===== config.mk =====
export PLATFORM = sky130hd
export DESIGN_NAME = charger_mode_sequencer
export DESIGN_NICKNAME = d
export VERILOG_FILES = /design/src/charger_mode_sequencer.v
export VERILOG_INCLUDE_DIRS = /design/src
export SDC_FILE = /design/constraint.sdc
export NUM_CORES = 1
export LEC_CHECK = 0
export BUFFER_PORTS_ARGS = -buffer_cell sky130_fd_sc_hd__buf_4
export CAP_MARGIN = 20
export CORE_MARGIN = 10
export CORE_UTILIZATION = 60
export DETAILED_ROUTE_END_ITERATION = 16
export HOLD_SLACK_MARGIN = 0.08
export PLACE_DENSITY_LB_ADDON = 0.12
export REMOVE_ABC_BUFFERS = 1
export SLEW_MARGIN = 20
export SYNTH_ARGS = -nofsm -noshare
export SYNTH_HDL_FRONTEND = slang
export SYNTH_SLANG_ARGS = --single-unit

===== constraint.sdc =====
create_clock -name clk -period 25.1 [get_ports clk]
set_input_delay 3.765 -clock clk [delete_from_list [all_inputs] [get_ports clk]]
set_output_delay 3.765 -clock clk [all_outputs]
set_load 0.005 [all_outputs]

===== src/charger_regs.vh =====
`ifndef CHARGER_REGS_VH
`define CHARGER_REGS_VH
// Functional notes
// - battery alone above undervoltage closes battery_switch
// - reset in low power mode, regulator off
// - performance mode keeps gate_drive_regulator on
// - assist entry: both bits clear, pin high
// - fault in assist sets bit, exits mode
// - first droop level triggers input capacitor discharge while assisting
// - second droop level asserts processor_throttle low
// - hold system at minimum regulation point while assisting below first droop level
// - 50 ms after enable level: regulator, good flag
// - qualify 50 ms after undervoltage, retry 2 s
// - converter starts 150 ms, after limits and cells
// - good flag needs input window and no fault, unless set by the port output and its bit
// - good flag rise loads 3.25 A limit
// - applied limit is lower of register, pin
// - floor is unloaded input minus 1.28 V
// - analog supply up: decode cells, load voltage
// - standby on pin low or bit; regulator on
// - port output needs pin, two bits, low input
// - range bit clear adds 1.28 V offset
// - port starts after 10 ms; good flag optional
// - battery overvoltage stops port switching
// register indexes; byte address is four times the index
`define IDX_OPT0 6'h01
`define IDX_VCHG_LO 6'h04
`define IDX_VCHG_HI 6'h05
`define IDX_PORT_V 6'h06
`define IDX_FLOOR 6'h0A
`define IDX_SYSMIN 6'h0D
`define IDX_ILIM 6'h0E
`define IDX_STATUS 6'h20
`define IDX_OPT3 6'h34
`define IDX_OPT4 6'h35
`define IDX_DROOP 6'h36
// field positions
`define OPT0_LOWPWR 7
`define OPT0_PORT_GOOD 3
`define OPT3_ASSIST_OFF 5
`define OPT3_PORT_RANGE 2
`define OPT4_STANDBY 7
`define OPT4_PORT_EN 4
// reset values
`define RST_OPT0 8'h80
`define RST_OPT3 8'h20
`define RST_ILIM 7'h41
// 1.28 V in 64 mV steps
`define OFFS_1V28 8'h14
// charge voltage defaults, mV
`define VCHG_4S 16'h41A0
`define VCHG_3S 16'h3130
`define VCHG_2S 16'h20D0
`define VCHG_1S 16'h1060
// cell ratio boundaries in percent
`define CELL_TH_4S 7'h42
`define CELL_TH_3S 7'h30
`define CELL_TH_2S 7'h21
// timing, ms and cycle rate
`define CLK_HZ 100000000
`define T_GOOD_MS 12'h032
`define T_QUAL_MS 12'h032
`define T_RETRY_MS 12'h7D0
`define T_CONV_MS 12'h096
`define T_PORT_MS 12'h00A
`define MS_CYCLES (`CLK_HZ / 1000)
`endif


===== src/charger_mode_sequencer.v =====
`timescale 1ns/100ps
`default_nettype none
`include "charger_regs.vh"
module charger_mode_sequencer #(
  parameter MS_CYCLES = `MS_CYCLES
) (
  input wire clk,
  input wire sys_rst,
  input wire [7:0] avs_address,
  input wire avs_read,
  input wire avs_write,
  input wire [31:0] avs_writedata,
  input wire [3:0] avs_byteenable,
  output reg [31:0] avs_readdata,
  output reg avs_waitrequest,
  input wire bat_above_uvlo,
  input wire vbus_above_uvlo,
  input wire vbus_above_conven,
  input wire vbus_below_disable,
  input wire vbus_above_acov,
  input wire fault_any,
  input wire bat_above_ovp,
  input wire ilim_pin_low,
  input wire analog_supply_ok,
  input wire port_source_enable_pin,
  input wire source_assist_pin,
  input wire [6:0] ilim_pin_code,
  input wire [6:0] cell_ratio_pct,
  input wire [7:0] vbus_code,
  input wire [5:0] sys_volt_code,
  output reg battery_switch,
  output reg gate_drive_regulator,
  output reg input_good_flag,
  output reg converter_on,
  output reg input_standby,
  output reg [6:0] ilim_applied,
  output reg port_active,
  output reg [8:0] port_target,
  output reg assist_active,
  output reg assist_discharge,
  output reg [5:0] sys_hold_target,
  output reg processor_throttle_n
);
  // ==========================================================
  // constants
  localparam NS = 39;
  localparam [11:0] C_GOOD = `T_GOOD_MS;
  localparam [11:0] C_QUAL = `T_QUAL_MS;
  localparam [11:0] C_RETRY = `T_RETRY_MS;
  localparam [11:0] C_CONV = `T_CONV_MS;
  localparam [11:0] C_PORT = `T_PORT_MS;
  localparam [1:0] Q_IDLE = 2'b00;
  localparam [1:0] Q_WAIT = 2'b01;
  localparam [1:0] Q_RETRY = 2'b10;
  localparam [1:0] Q_PASS = 2'b11;
  localparam [2:0] S_OFF = 3'b000;
  localparam [2:0] S_DELAY = 3'b001;
  localparam [2:0] S_LIMITS = 3'b010;
  localparam [2:0] S_START = 3'b011;
  localparam [2:0] S_RUN = 3'b100;

  function [15:0] cell_vchg;
    input [6:0] pct;
    begin
      if (pct >= `CELL_TH_4S)
        cell_vchg = `VCHG_4S;
      else if (pct >= `CELL_TH_3S)
        cell_vchg = `VCHG_3S;
      else if (pct >= `CELL_TH_2S)
        cell_vchg = `VCHG_2S;
      else
        cell_vchg = `VCHG_1S;
    end
  endfunction

  // ==========================================================
  // pin synchronisers
  wire [NS-1:0] pin_raw;
  wire [NS-1:0] pin_sync;
  assign pin_raw = {sys_volt_code, vbus_code, cell_ratio_pct, ilim_pin_code,
    source_assist_pin, port_source_enable_pin, analog_supply_ok, ilim_pin_low,
    bat_above_ovp, fault_any, vbus_above_acov, vbus_below_disable,
    vbus_above_conven, vbus_above_uvlo, bat_above_uvlo};
  // codes are taken bit by bit: they must be quasi-static, a word caught
  // mid-change is off for one cycle
  genvar gi;
  generate
    for (gi = 0; gi < NS; gi = gi + 1) begin : g_sync
      reg meta_r;
      reg stable_r;
      always @(posedge clk or posedge sys_rst) begin
        if (sys_rst) begin
          meta_r <= 1'b0;
          stable_r <= 1'b0;
        end else begin
          meta_r <= pin_raw[gi];
          stable_r <= meta_r;
        end
      end
      assign pin_sync[gi] = stable_r;
    end
  endgenerate
  wire s_bat_ok = pin_sync[0];
  wire s_uvlo = pin_sync[1];
  wire s_conven = pin_sync[2];
  wire s_below_dis = pin_sync[3];
  wire s_acov = pin_sync[4];
  wire s_fault = pin_sync[5];
  wire s_bat_ovp = pin_sync[6];
  wire s_ilim_low = pin_sync[7];
  wire s_analog_ok = pin_sync[8];
  wire s_port_pin = pin_sync[9];
  wire s_assist_pin = pin_sync[10];
  wire [6:0] s_ilim_code = pin_sync[17:11];
  wire [6:0] s_cell_pct = pin_sync[24:18];
  wire [7:0] s_vbus = pin_sync[32:25];
  wire [5:0] s_sys = pin_sync[38:33];

  // ==========================================================
  // millisecond time base
  reg [31:0] div_r;
  reg tick_r;
  always @(posedge clk or posedge sys_rst) begin
    if (sys_rst) begin
      div_r <= 32'h0;
      tick_r <= 1'b0;
    end else if (div_r >= MS_CYCLES - 1) begin
      div_r <= 32'h0;
      tick_r <= 1'b1;
    end else begin
      div_r <= div_r + 32'h1;
      tick_r <= 1'b0;
    end
  end

  // ==========================================================
  // registers
  reg [7:0] opt0_r;
  reg [7:0] opt3_r;
  reg [7:0] opt4_r;
  reg [7:0] droop_r;
  reg [5:0] sysmin_r;
  reg [6:0] ilim_r;
  reg [7:0] port_v_r;
  reg [15:0] vchg_r;
  reg [7:0] floor_r;
  reg [1:0] qst_r;
  reg [2:0] seq_r;
  reg qual_fail_r;
  reg cell_done_r;
  wire [5:0] idx = avs_address[7:2];
  wire wr_go = avs_write && !avs_waitrequest && avs_byteenable[0];
  wire [7:0] wd = avs_writedata[7:0];
  wire good_cond = s_conven && !s_acov && !s_fault;
  wire good_rise;
  wire assist_fault = assist_active && s_fault;
  reg [7:0] rd_nxt;

  always @* begin
    case (idx)
      `IDX_OPT0: rd_nxt = opt0_r;
      `IDX_VCHG_LO: rd_nxt = vchg_r[7:0];
      `IDX_VCHG_HI: rd_nxt = vchg_r[15:8];
      `IDX_PORT_V: rd_nxt = port_v_r;
      `IDX_FLOOR: rd_nxt = floor_r;
      `IDX_SYSMIN: rd_nxt = {2'b00, sysmin_r};
      `IDX_ILIM: rd_nxt = {1'b0, ilim_r};
      `IDX_STATUS: rd_nxt = {input_good_flag, converter_on, input_standby,
        port_active, assist_active, qual_fail_r, cell_done_r, battery_switch};
      `IDX_OPT3: rd_nxt = opt3_r;
      `IDX_OPT4: rd_nxt = opt4_r;
      `IDX_DROOP: rd_nxt = droop_r;
      default: rd_nxt = 8'h00;
    endcase
  end

  // one wait cycle per access, then the answer
  always @(posedge clk or posedge sys_rst) begin
    if (sys_rst) begin
      avs_waitrequest <= 1'b1;
      avs_readdata <= 32'h0;
    end else if (avs_waitrequest && (avs_read || avs_write)) begin
      avs_waitrequest <= 1'b0;
      avs_readdata <= {24'h0, rd_nxt};
    end else begin
      avs_waitrequest <= 1'b1;
    end
  end

  always @(posedge clk or posedge sys_rst) begin
    if (sys_rst) begin
      opt0_r <= `RST_OPT0;
      opt3_r <= `RST_OPT3;
      opt4_r <= 8'h00;
      droop_r <= 8'h00;
      sysmin_r <= 6'h00;
      port_v_r <= 8'h00;
    end else begin
      if (wr_go && idx == `IDX_OPT0)
        opt0_r <= wd;
      if (wr_go && idx == `IDX_OPT4)
        opt4_r <= wd;
      if (wr_go && idx == `IDX_DROOP)
        droop_r <= wd;
      if (wr_go && idx == `IDX_SYSMIN)
        sysmin_r <= wd[5:0];
      if (wr_go && idx == `IDX_PORT_V)
        port_v_r <= wd;
      if (wr_go && idx == `IDX_OPT3)
        opt3_r <= wd;
      // hardware set wins over a host clear in the same cycle
      if (assist_fault)
        opt3_r[`OPT3_ASSIST_OFF] <= 1'b1;
    end
  end

  // input limit: power-up default wins over a host write
  always @(posedge clk or posedge sys_rst) begin
    if (sys_rst)
      ilim_r <= `RST_ILIM;
    else if (good_rise)
      ilim_r <= `RST_ILIM;
    else if (wr_go && idx == `IDX_ILIM)
      ilim_r <= wd[6:0];
  end

  // ==========================================================
  // input qualification and power-up from a source
  reg [11:0] qcnt_r;
  reg [11:0] ccnt_r;
  reg uvlo_d_r;
  reg good_d_r;
  always @(posedge clk or posedge sys_rst) begin
    if (sys_rst) begin
      qst_r <= Q_IDLE;
      qcnt_r <= 12'h0;
      qual_fail_r <= 1'b0;
      uvlo_d_r <= 1'b0;
    end else begin
      uvlo_d_r <= s_uvlo;
      case (qst_r)
        Q_IDLE: begin
          qcnt_r <= 12'h0;
          if (s_uvlo && !uvlo_d_r)
            qst_r <= Q_WAIT;
        end
        Q_WAIT, Q_RETRY: begin
          if (!s_uvlo) begin
            qst_r <= Q_IDLE;
          end else if (tick_r) begin
            qcnt_r <= qcnt_r + 12'h1;
            if (qcnt_r + 12'h1 >= (qst_r == Q_WAIT ? C_QUAL : C_RETRY)) begin
              qcnt_r <= 12'h0;
              qual_fail_r <= !s_conven;
              qst_r <= s_conven ? Q_PASS : Q_RETRY;
            end
          end
        end
        Q_PASS: begin
          if (!s_uvlo)
            qst_r <= Q_IDLE;
        end
        default: qst_r <= Q_IDLE;
      endcase
    end
  end

  wire qual_ok = (qst_r == Q_PASS);
  wire good_time = (ccnt_r >= C_GOOD) && qual_ok;
  assign good_rise = input_good_flag && !good_d_r;

  always @(posedge clk or posedge sys_rst) begin
    if (sys_rst) begin
      seq_r <= S_OFF;
      ccnt_r <= 12'h0;
      cell_done_r <= 1'b0;
      vchg_r <= `VCHG_1S;
      floor_r <= 8'h00;
      good_d_r <= 1'b0;
    end else begin
      good_d_r <= input_good_flag;
      if (!s_conven)
        ccnt_r <= 12'h0;
      else if (tick_r && ccnt_r < C_CONV)
        ccnt_r <= ccnt_r + 12'h1;
      if (s_analog_ok && !cell_done_r) begin
        vchg_r <= cell_vchg(s_cell_pct);
        cell_done_r <= 1'b1;
      end
      case (seq_r)
        S_OFF:
          if (s_conven)
            seq_r <= S_DELAY;
        S_DELAY:
          if (!s_conven)
            seq_r <= S_OFF;
          else if (good_time)
            seq_r <= S_LIMITS;
        S_LIMITS:
          if (!s_conven)
            seq_r <= S_OFF;
          else if (ccnt_r >= C_CONV && cell_done_r)
            seq_r <= S_START;
        S_START: begin
          floor_r <= (s_vbus > `OFFS_1V28) ? s_vbus - `OFFS_1V28 : 8'h00;
          seq_r <= S_RUN;
        end
        S_RUN:
          if (!s_conven)
            seq_r <= S_OFF;
        default: seq_r <= S_OFF;
      endcase
    end
  end

  // ==========================================================
  // port output and minimum-voltage assist
  reg [11:0] pcnt_r;
  wire assist_off = opt3_r[`OPT3_ASSIST_OFF];
  wire port_en = opt4_r[`OPT4_PORT_EN];
  wire port_cond = s_port_pin && port_en && assist_off && s_below_dis;
  wire assist_cond = !assist_off && !port_en && s_assist_pin;
  wire standby_now = s_ilim_low || opt4_r[`OPT4_STANDBY];
  wire [5:0] th_assist = {droop_r[7:4], 2'b00};
  wire [5:0] th_throttle = {droop_r[3:2], 4'h0};
  wire src_run = (seq_r == S_RUN);

  always @(posedge clk or posedge sys_rst) begin
    if (sys_rst) begin
      pcnt_r <= 12'h0;
      port_active <= 1'b0;
    end else if (!port_cond) begin
      pcnt_r <= 12'h0;
      port_active <= 1'b0;
    end else if (tick_r && pcnt_r < C_PORT) begin
      pcnt_r <= pcnt_r + 12'h1;
    end else if (pcnt_r >= C_PORT) begin
      port_active <= 1'b1;
    end
  end

  // ==========================================================
  // outputs
  always @(posedge clk or posedge sys_rst) begin
    if (sys_rst) begin
      battery_switch <= 1'b0;
      gate_drive_regulator <= 1'b0;
      input_good_flag <= 1'b0;
      converter_on <= 1'b0;
      input_standby <= 1'b0;
      ilim_applied <= `RST_ILIM;
      port_target <= 9'h000;
      assist_active <= 1'b0;
      assist_discharge <= 1'b0;
      sys_hold_target <= 6'h00;
      processor_throttle_n <= 1'b1;
    end else begin
      // battery feeds the system whenever it is healthy
      battery_switch <= s_bat_ok;
      gate_drive_regulator <= !opt0_r[`OPT0_LOWPWR] || good_time || src_run ||
        port_active || assist_active;
      input_good_flag <= (good_cond && good_time) ||
        (port_active && opt0_r[`OPT0_PORT_GOOD]);
      input_standby <= standby_now && s_uvlo;
      converter_on <= (src_run && !standby_now) ||
        (port_active && !s_bat_ovp) || assist_active;
      ilim_applied <= (ilim_r < s_ilim_code) ? ilim_r : s_ilim_code;
      port_target <= opt3_r[`OPT3_PORT_RANGE] ? {1'b0, port_v_r} :
        {1'b0, port_v_r} + {1'b0, `OFFS_1V28};
      assist_active <= assist_cond && !assist_fault;
      assist_discharge <= assist_cond && (s_sys < th_assist);
      sys_hold_target <= (assist_cond && (s_sys < th_assist)) ? sysmin_r : 6'h00;
      processor_throttle_n <= !(s_sys < th_throttle);
    end
  end
endmodule
`default_nettype wire


## Word-level counts from Yosys, hierarchy flattened

Cells that the tools add are included.

- Add/sub/neg operators: 6
- Multipliers: 0
- Divide/modulo/power cells: 0
- Magnitude comparators: 14
- Eq/ne operators: 32
- Shift operators: 0
- Multiplexer cells: 41
- Bitwise gates (word level): 0
- Reduce and logical (&&, ||, !) cells: 66

Operators by type and width:

| operator | number |
|---|---|
| $pmux 8 s11 | 1 |
| $mux 12 | 7 |
| $add 12x1->12 const B | 3 |
| $add 32x1->32 const B | 1 |
| $ge 32x17->1 const B | 1 |
| $logic_and 1x1->1 | 32 |
| $mux 32 | 1 |
| $mux 14 | 2 |
| $eq 6x6->1 const B | 4 |
| $pmux 12 s2 | 1 |
| $mux 7 | 3 |
| $eq 6x3->1 const B | 3 |
| $eq 6x4->1 const B | 3 |
| $mux 3 | 6 |
| $mux 15 | 1 |
| $pmux 3 s5 | 1 |
| $ge 7x6->1 const B | 2 |
| $logic_not 1->1 | 14 |
| $ne 2x2->1 const B | 7 |
| $ge 12x11->1 | 1 |
| $ge 12x4->1 const B | 1 |
| $ge 12x6->1 const B | 1 |
| $ge 12x8->1 const B | 1 |
| $lt 12x4->1 const B | 1 |
| other kinds (30) | 61 |

- Bits in registers: 273
- Bits in latches: 0
- RAM bits: 0
- ROM bits: 0
- Bits of input ports: 87
- Memories: 0

## Logic depth before layout (Yosys ltp)

- Word-level depth: 7
- Depth in mapped cells: 14
- Depth with buffers taken out: 13

## Worst setup path before layout

No wires, ideal clock.

- Kind: input to register
- From: in avs_address[5]
- To: reg droop_r[0]
- Library setup time: 0.125 ns
- Data arrival time: 5.172 ns
- Required time: 24.975 ns
- Slack: 19.803 ns
- Stages on the path: 5
- Cells stage by stage: nand4b_1 nor2_1 and2_1 clkbuf_1 mux2_2

- Word-level cells in the longest chain between the ends: 2

Ends and longest elaborated chain:

| element | line | text |
|---|---|---|
| from (decl) | charger_mode_sequencer.v:9 | `input wire [7:0] avs_address,` |
| $eq 6x6->1 | -- |  |
| $logic_and 1x1->1 (no source line) | -- |  |
| to (signal assigned) | charger_mode_sequencer.v:204 | `droop_r <= wd;` |
| to (decl) | charger_mode_sequencer.v:141 | `reg [7:0] droop_r;` |

Every way passes these cells.
A chain may end at the register's enable or synchronous reset.

## Final worst setup path

- From: in avs_address[5]
- To: reg opt0_r[4]

- Word-level cells in the longest chain between the ends: 2

Ends and longest elaborated chain:

| element | line | text |
|---|---|---|
| $eq 6x1->1 | -- |  |
| $logic_and 1x1->1 (no source line) | -- |  |
| to (signal assigned) | charger_mode_sequencer.v:192 | `` opt0_r <= `RST_OPT0; `` |
| to (signal assigned) | charger_mode_sequencer.v:200 | `opt0_r <= wd;` |
| to (decl) | charger_mode_sequencer.v:138 | `reg [7:0] opt0_r;` |

Every way passes these cells.

==> metrics.md <==
| Metric | Value |
|---|---|
| Status | completed |
| CP max FO | 9 |
| Antenna violations before repair | 0 |
| Max Clk Rate | between 150 and 200 MHz |
| CP arrival | ~5900 ps |
| H-tree lvl count | 1 |
| Fillcell total | between 1000 and 1500 |
| Ant diodes | 0 |
| Worst path required time | roughly 26000 ps |
| Main synth FF type | dfrtp_1 |
| CTS tree | done |
| Logic pwr share | 8.9% |
| Max-cap violations | 0 |
| Post-CTS Resized | 0 |
| CP endpoint kind | flop |
| Die width | approximately 150 um |
| Minimum clock period | 5499 ps |
| Portion of total power attributed to the clock network | a little over two fifths |
| Startpoint class of the critical path | input port |
| Ordered list of cells on the worst path | buf_4 > or2_2 > nor4_2 > nand2_1 > mux2_2 |
| RD Place Congestion | 0.8785 |
| Chip height | roughly 150 um |
| Area of the mapped netlist | 10510 um^2 |
| # DRC | 0 |
| Ys async rst share | between 90% and 100% |
| Top-area cell type share of the netlist area | roughly 59% |
| Storage cell area | roughly 6500 um^2 |
| Clock sink count | 260 |
| Pin count of the biggest net entering global routing | between 150 and 200 |
| Final setup margin | 19600 ps |
| Number of synthesized flops with an enable pin | 0 |
| Max VDD drop | around 65 uV |
| Area leader, netlist | dfrtp_1 |
| Switch Pwr | ~0.22 mW |
| Max-slew headroom | approximately 27% |
| Mapped Cells | 840 |
| Hold Vio Cnt, Final | 0 |
| Unrepaired setup endpoints after global routing | no |
| Layout area overhead | 17.51% |
| Hold slack | around 340 ps |
| CTS clk-pin slew, worst paths | about 60 ps |
| Post-synthesis sequential area ratio | 62.07% |
| Total Neg Setup Slack | 0 ps |
| First-pass GRT wire length | approximately 37 mm |
| Cts hold-fix bufs | 0 |
| Syn avg cell area | 12.51 um^2 |
| Fin crit share | a little over a fifth |
| Max Buffers Root-to-Sink | 3 |
| Most common cell after layout, fill and taps aside | dfrtp_1 |
| Vias | between 6000 and 7000 |
| Sw frac | 23.68% |
| Area of the multi-input gates | around 3800 um^2 |
| Die ar. | approximately 23000 um^2 |
| Fin cells | 1210 |
| Post-route ant nets | 0 |
| Via density | roughly 5.7 |
| Post-DP HPWL | approximately 16 mm |
| Worst Hold Class | flop to flop |
| Core ar. | roughly 17000 um^2 |
| Remaining global-route overflow | 0 |
| Synth area leaders | dfrtp_1 59%, mux2_2 5.3%, ha_1 3.5% |
| Worst-margin pin slew | around 1100 ps |
| Internal cell power | 0.7150 mW |
| Area post-placement | approximately 11000 um^2 |
| Postcts setup bufs | 0 |
| Port bufs | 95 |
| Slowest stage delay, CP | a little under 800 ps |
| Synth cell types | 67 |
| Final setup skew | between 20 and 25 ps |
| Pwr per Cell Area | 75.89 nW/um^2 |
| Worst-Skew Late Latency | 530 ps |
| Vias in the first global route | roughly 7300 |
| Nets | ~1100 |
| CP max-delay cell | nor4_2 |
| Final Cell Area | around 12000 um^2 |
| Most frequent cells in the layout | 249 x dfrtp_1, 96 x buf_4, 57 x nor2_1, 56 x nand2_1, 49 x mux2_2 |
| 1st-iter DRT viols | ~390 |
| Clock buffer count from CTS | 26 |
| Starting Density | between 60% and 70% |
| First drt pass iteration count | 8 |
| Drt wl/cell | 18.44 um |
| Final slew viol count | 0 |
| Share of cells above drive strength 1 | about 22% |
| Final setup viols | 0 |
| Root buffer cell | clkbuf_16 |
| Routed WL | roughly 22 mm |
| Placed cell count | 1162 |
| Place WS | ~19000 ps |
| Yosys reg bits | 260 |
| Syn. warnings | 0 |
| Cell Rows | 48 |
| Leakage | roughly 5.9 nW |
| Critical Setup Path Class | input port to flop |
| Total GRT Usage | 19.08% |
| IO Pins | between 150 and 200 |
| Seq pwr share | between 40% and 50% |
[metrics by stage]
| step | utilization, % | power (mW) |
|---|---|---|
| 2_1_floorplan | - | 0.5126 |
| 3_3_place_gp | 66.30 | 0.5414 |
| 3_5_place_dp | 66.30 | 0.5479 |
| 4_1_cts | 71.54 | 0.9439 |
| 5_1_grt | 71.62 | 0.9769 |
| 6_report | 71.62 | 0.9368 |
[metal layers]
metal / global-route usage, % / part of all wire, % / routed length (um) / vias up
met5: 0 / 0 / 0 / -
met4: 5.227 / 2.0 / 440 / 0
met3: 4.234 / 5.9 / 1319 / 38
met2: 31.30 / 49 / 10920 / 213
met1: 25.07 / 43 / 9632 / 3457
li1: - / - / - / 3172
[synth_stat cells (3+ instances only)]
library cell  instances
and2_1               26
xnor2_1              17
and3_1                8
mux2_2               49
and4_1                3
nand2b_1             11
nor2b_1               6
mux2i_1               7
a21oi_1              16
nor4_1                8
nand3_1              22
a21o_1               14
a22oi_1              11
o21ai_1               3
a222oi_1              5
a211oi_1              3
a221oi_1             12
inv_1                34
nor3_1                8
nand3b_1              3
ha_1                 29
buf_4                25
o21ai_0              23
dfstp_2              11
a32o_1                3
or2_2                 3
nor3b_1               4
dfrtp_1             249
nand2_1              56
xor2_1               21
nor2_1               57
nand4_1              11
a22o_1               16
a31oi_1              13
clkbuf_1             12
[power by group through the flow]
stage	combinational, mW	clock, mW	sequential, mW
finish	0.0835	0.395	0.458
global route	0.0949	0.421	0.461
CTS	0.0832	0.403	0.458
detailed placement	0.0827	0	0.465
global placement	0.0776	0	0.464
floorplan	0.0525	0	0.460
[registers in the layout, indices dropped and copies added (netlist names), 9 cells and up]
name	flops
div_r	32
g_sync.meta_r	37
pcnt_r	12
qcnt_r	12
port_target	9
g_sync.stable_r	37
ccnt_r	12
[worst paths after layout]
path	start	endpoint	slack (ps)	cells past startpoint
min	g_sync[37].meta_r	g_sync[37].stable_r	340	0
max in group asynchronous	sys_rst	ilim_applied[2]	20420	3
max	avs_address[5]	opt0_r[4]	19600	5
max reg2reg	qcnt_r[0]	qcnt_r[3]	21490	11
min in group asynchronous	sys_rst	g_sync[36].meta_r	3400	2
min reg2reg	g_sync[37].meta_r	g_sync[37].stable_r	340	0
[cell families after synthesis]
family          count (synthesis)  share of synthesized area [%]
flops                         260                          62.07
simple gates                  241                          11.90
compound gates                143                          9.981
buf+inv                        72                          3.478
mux                            56                          5.920
xor+xnor                       38                          3.168
fa+ha+maj                      29                          3.454
other cells                     1                        0.03570
[layout make-up]
cell class / count / area share (%)
well taps: 225 / 2.281
clock buffers: 40 / 6.426
inverters: 34 / 1.135
repair buffers: 97 / 5.929
clock inverters: 8 / 0.8920
flip-flops and latches: 260 / 52.82
multi-input cells: 546 / 30.52
[worst max-delay path: cells and delay by family]
| kind | cells | cell delay (ps) |
|---|---|---|
| buffers and inverters | 1 | 120 |
| muxes | 1 | 410 |
| and+or+nand+nor | 3 | 1600 |
(Power assumes the default switching activity.)
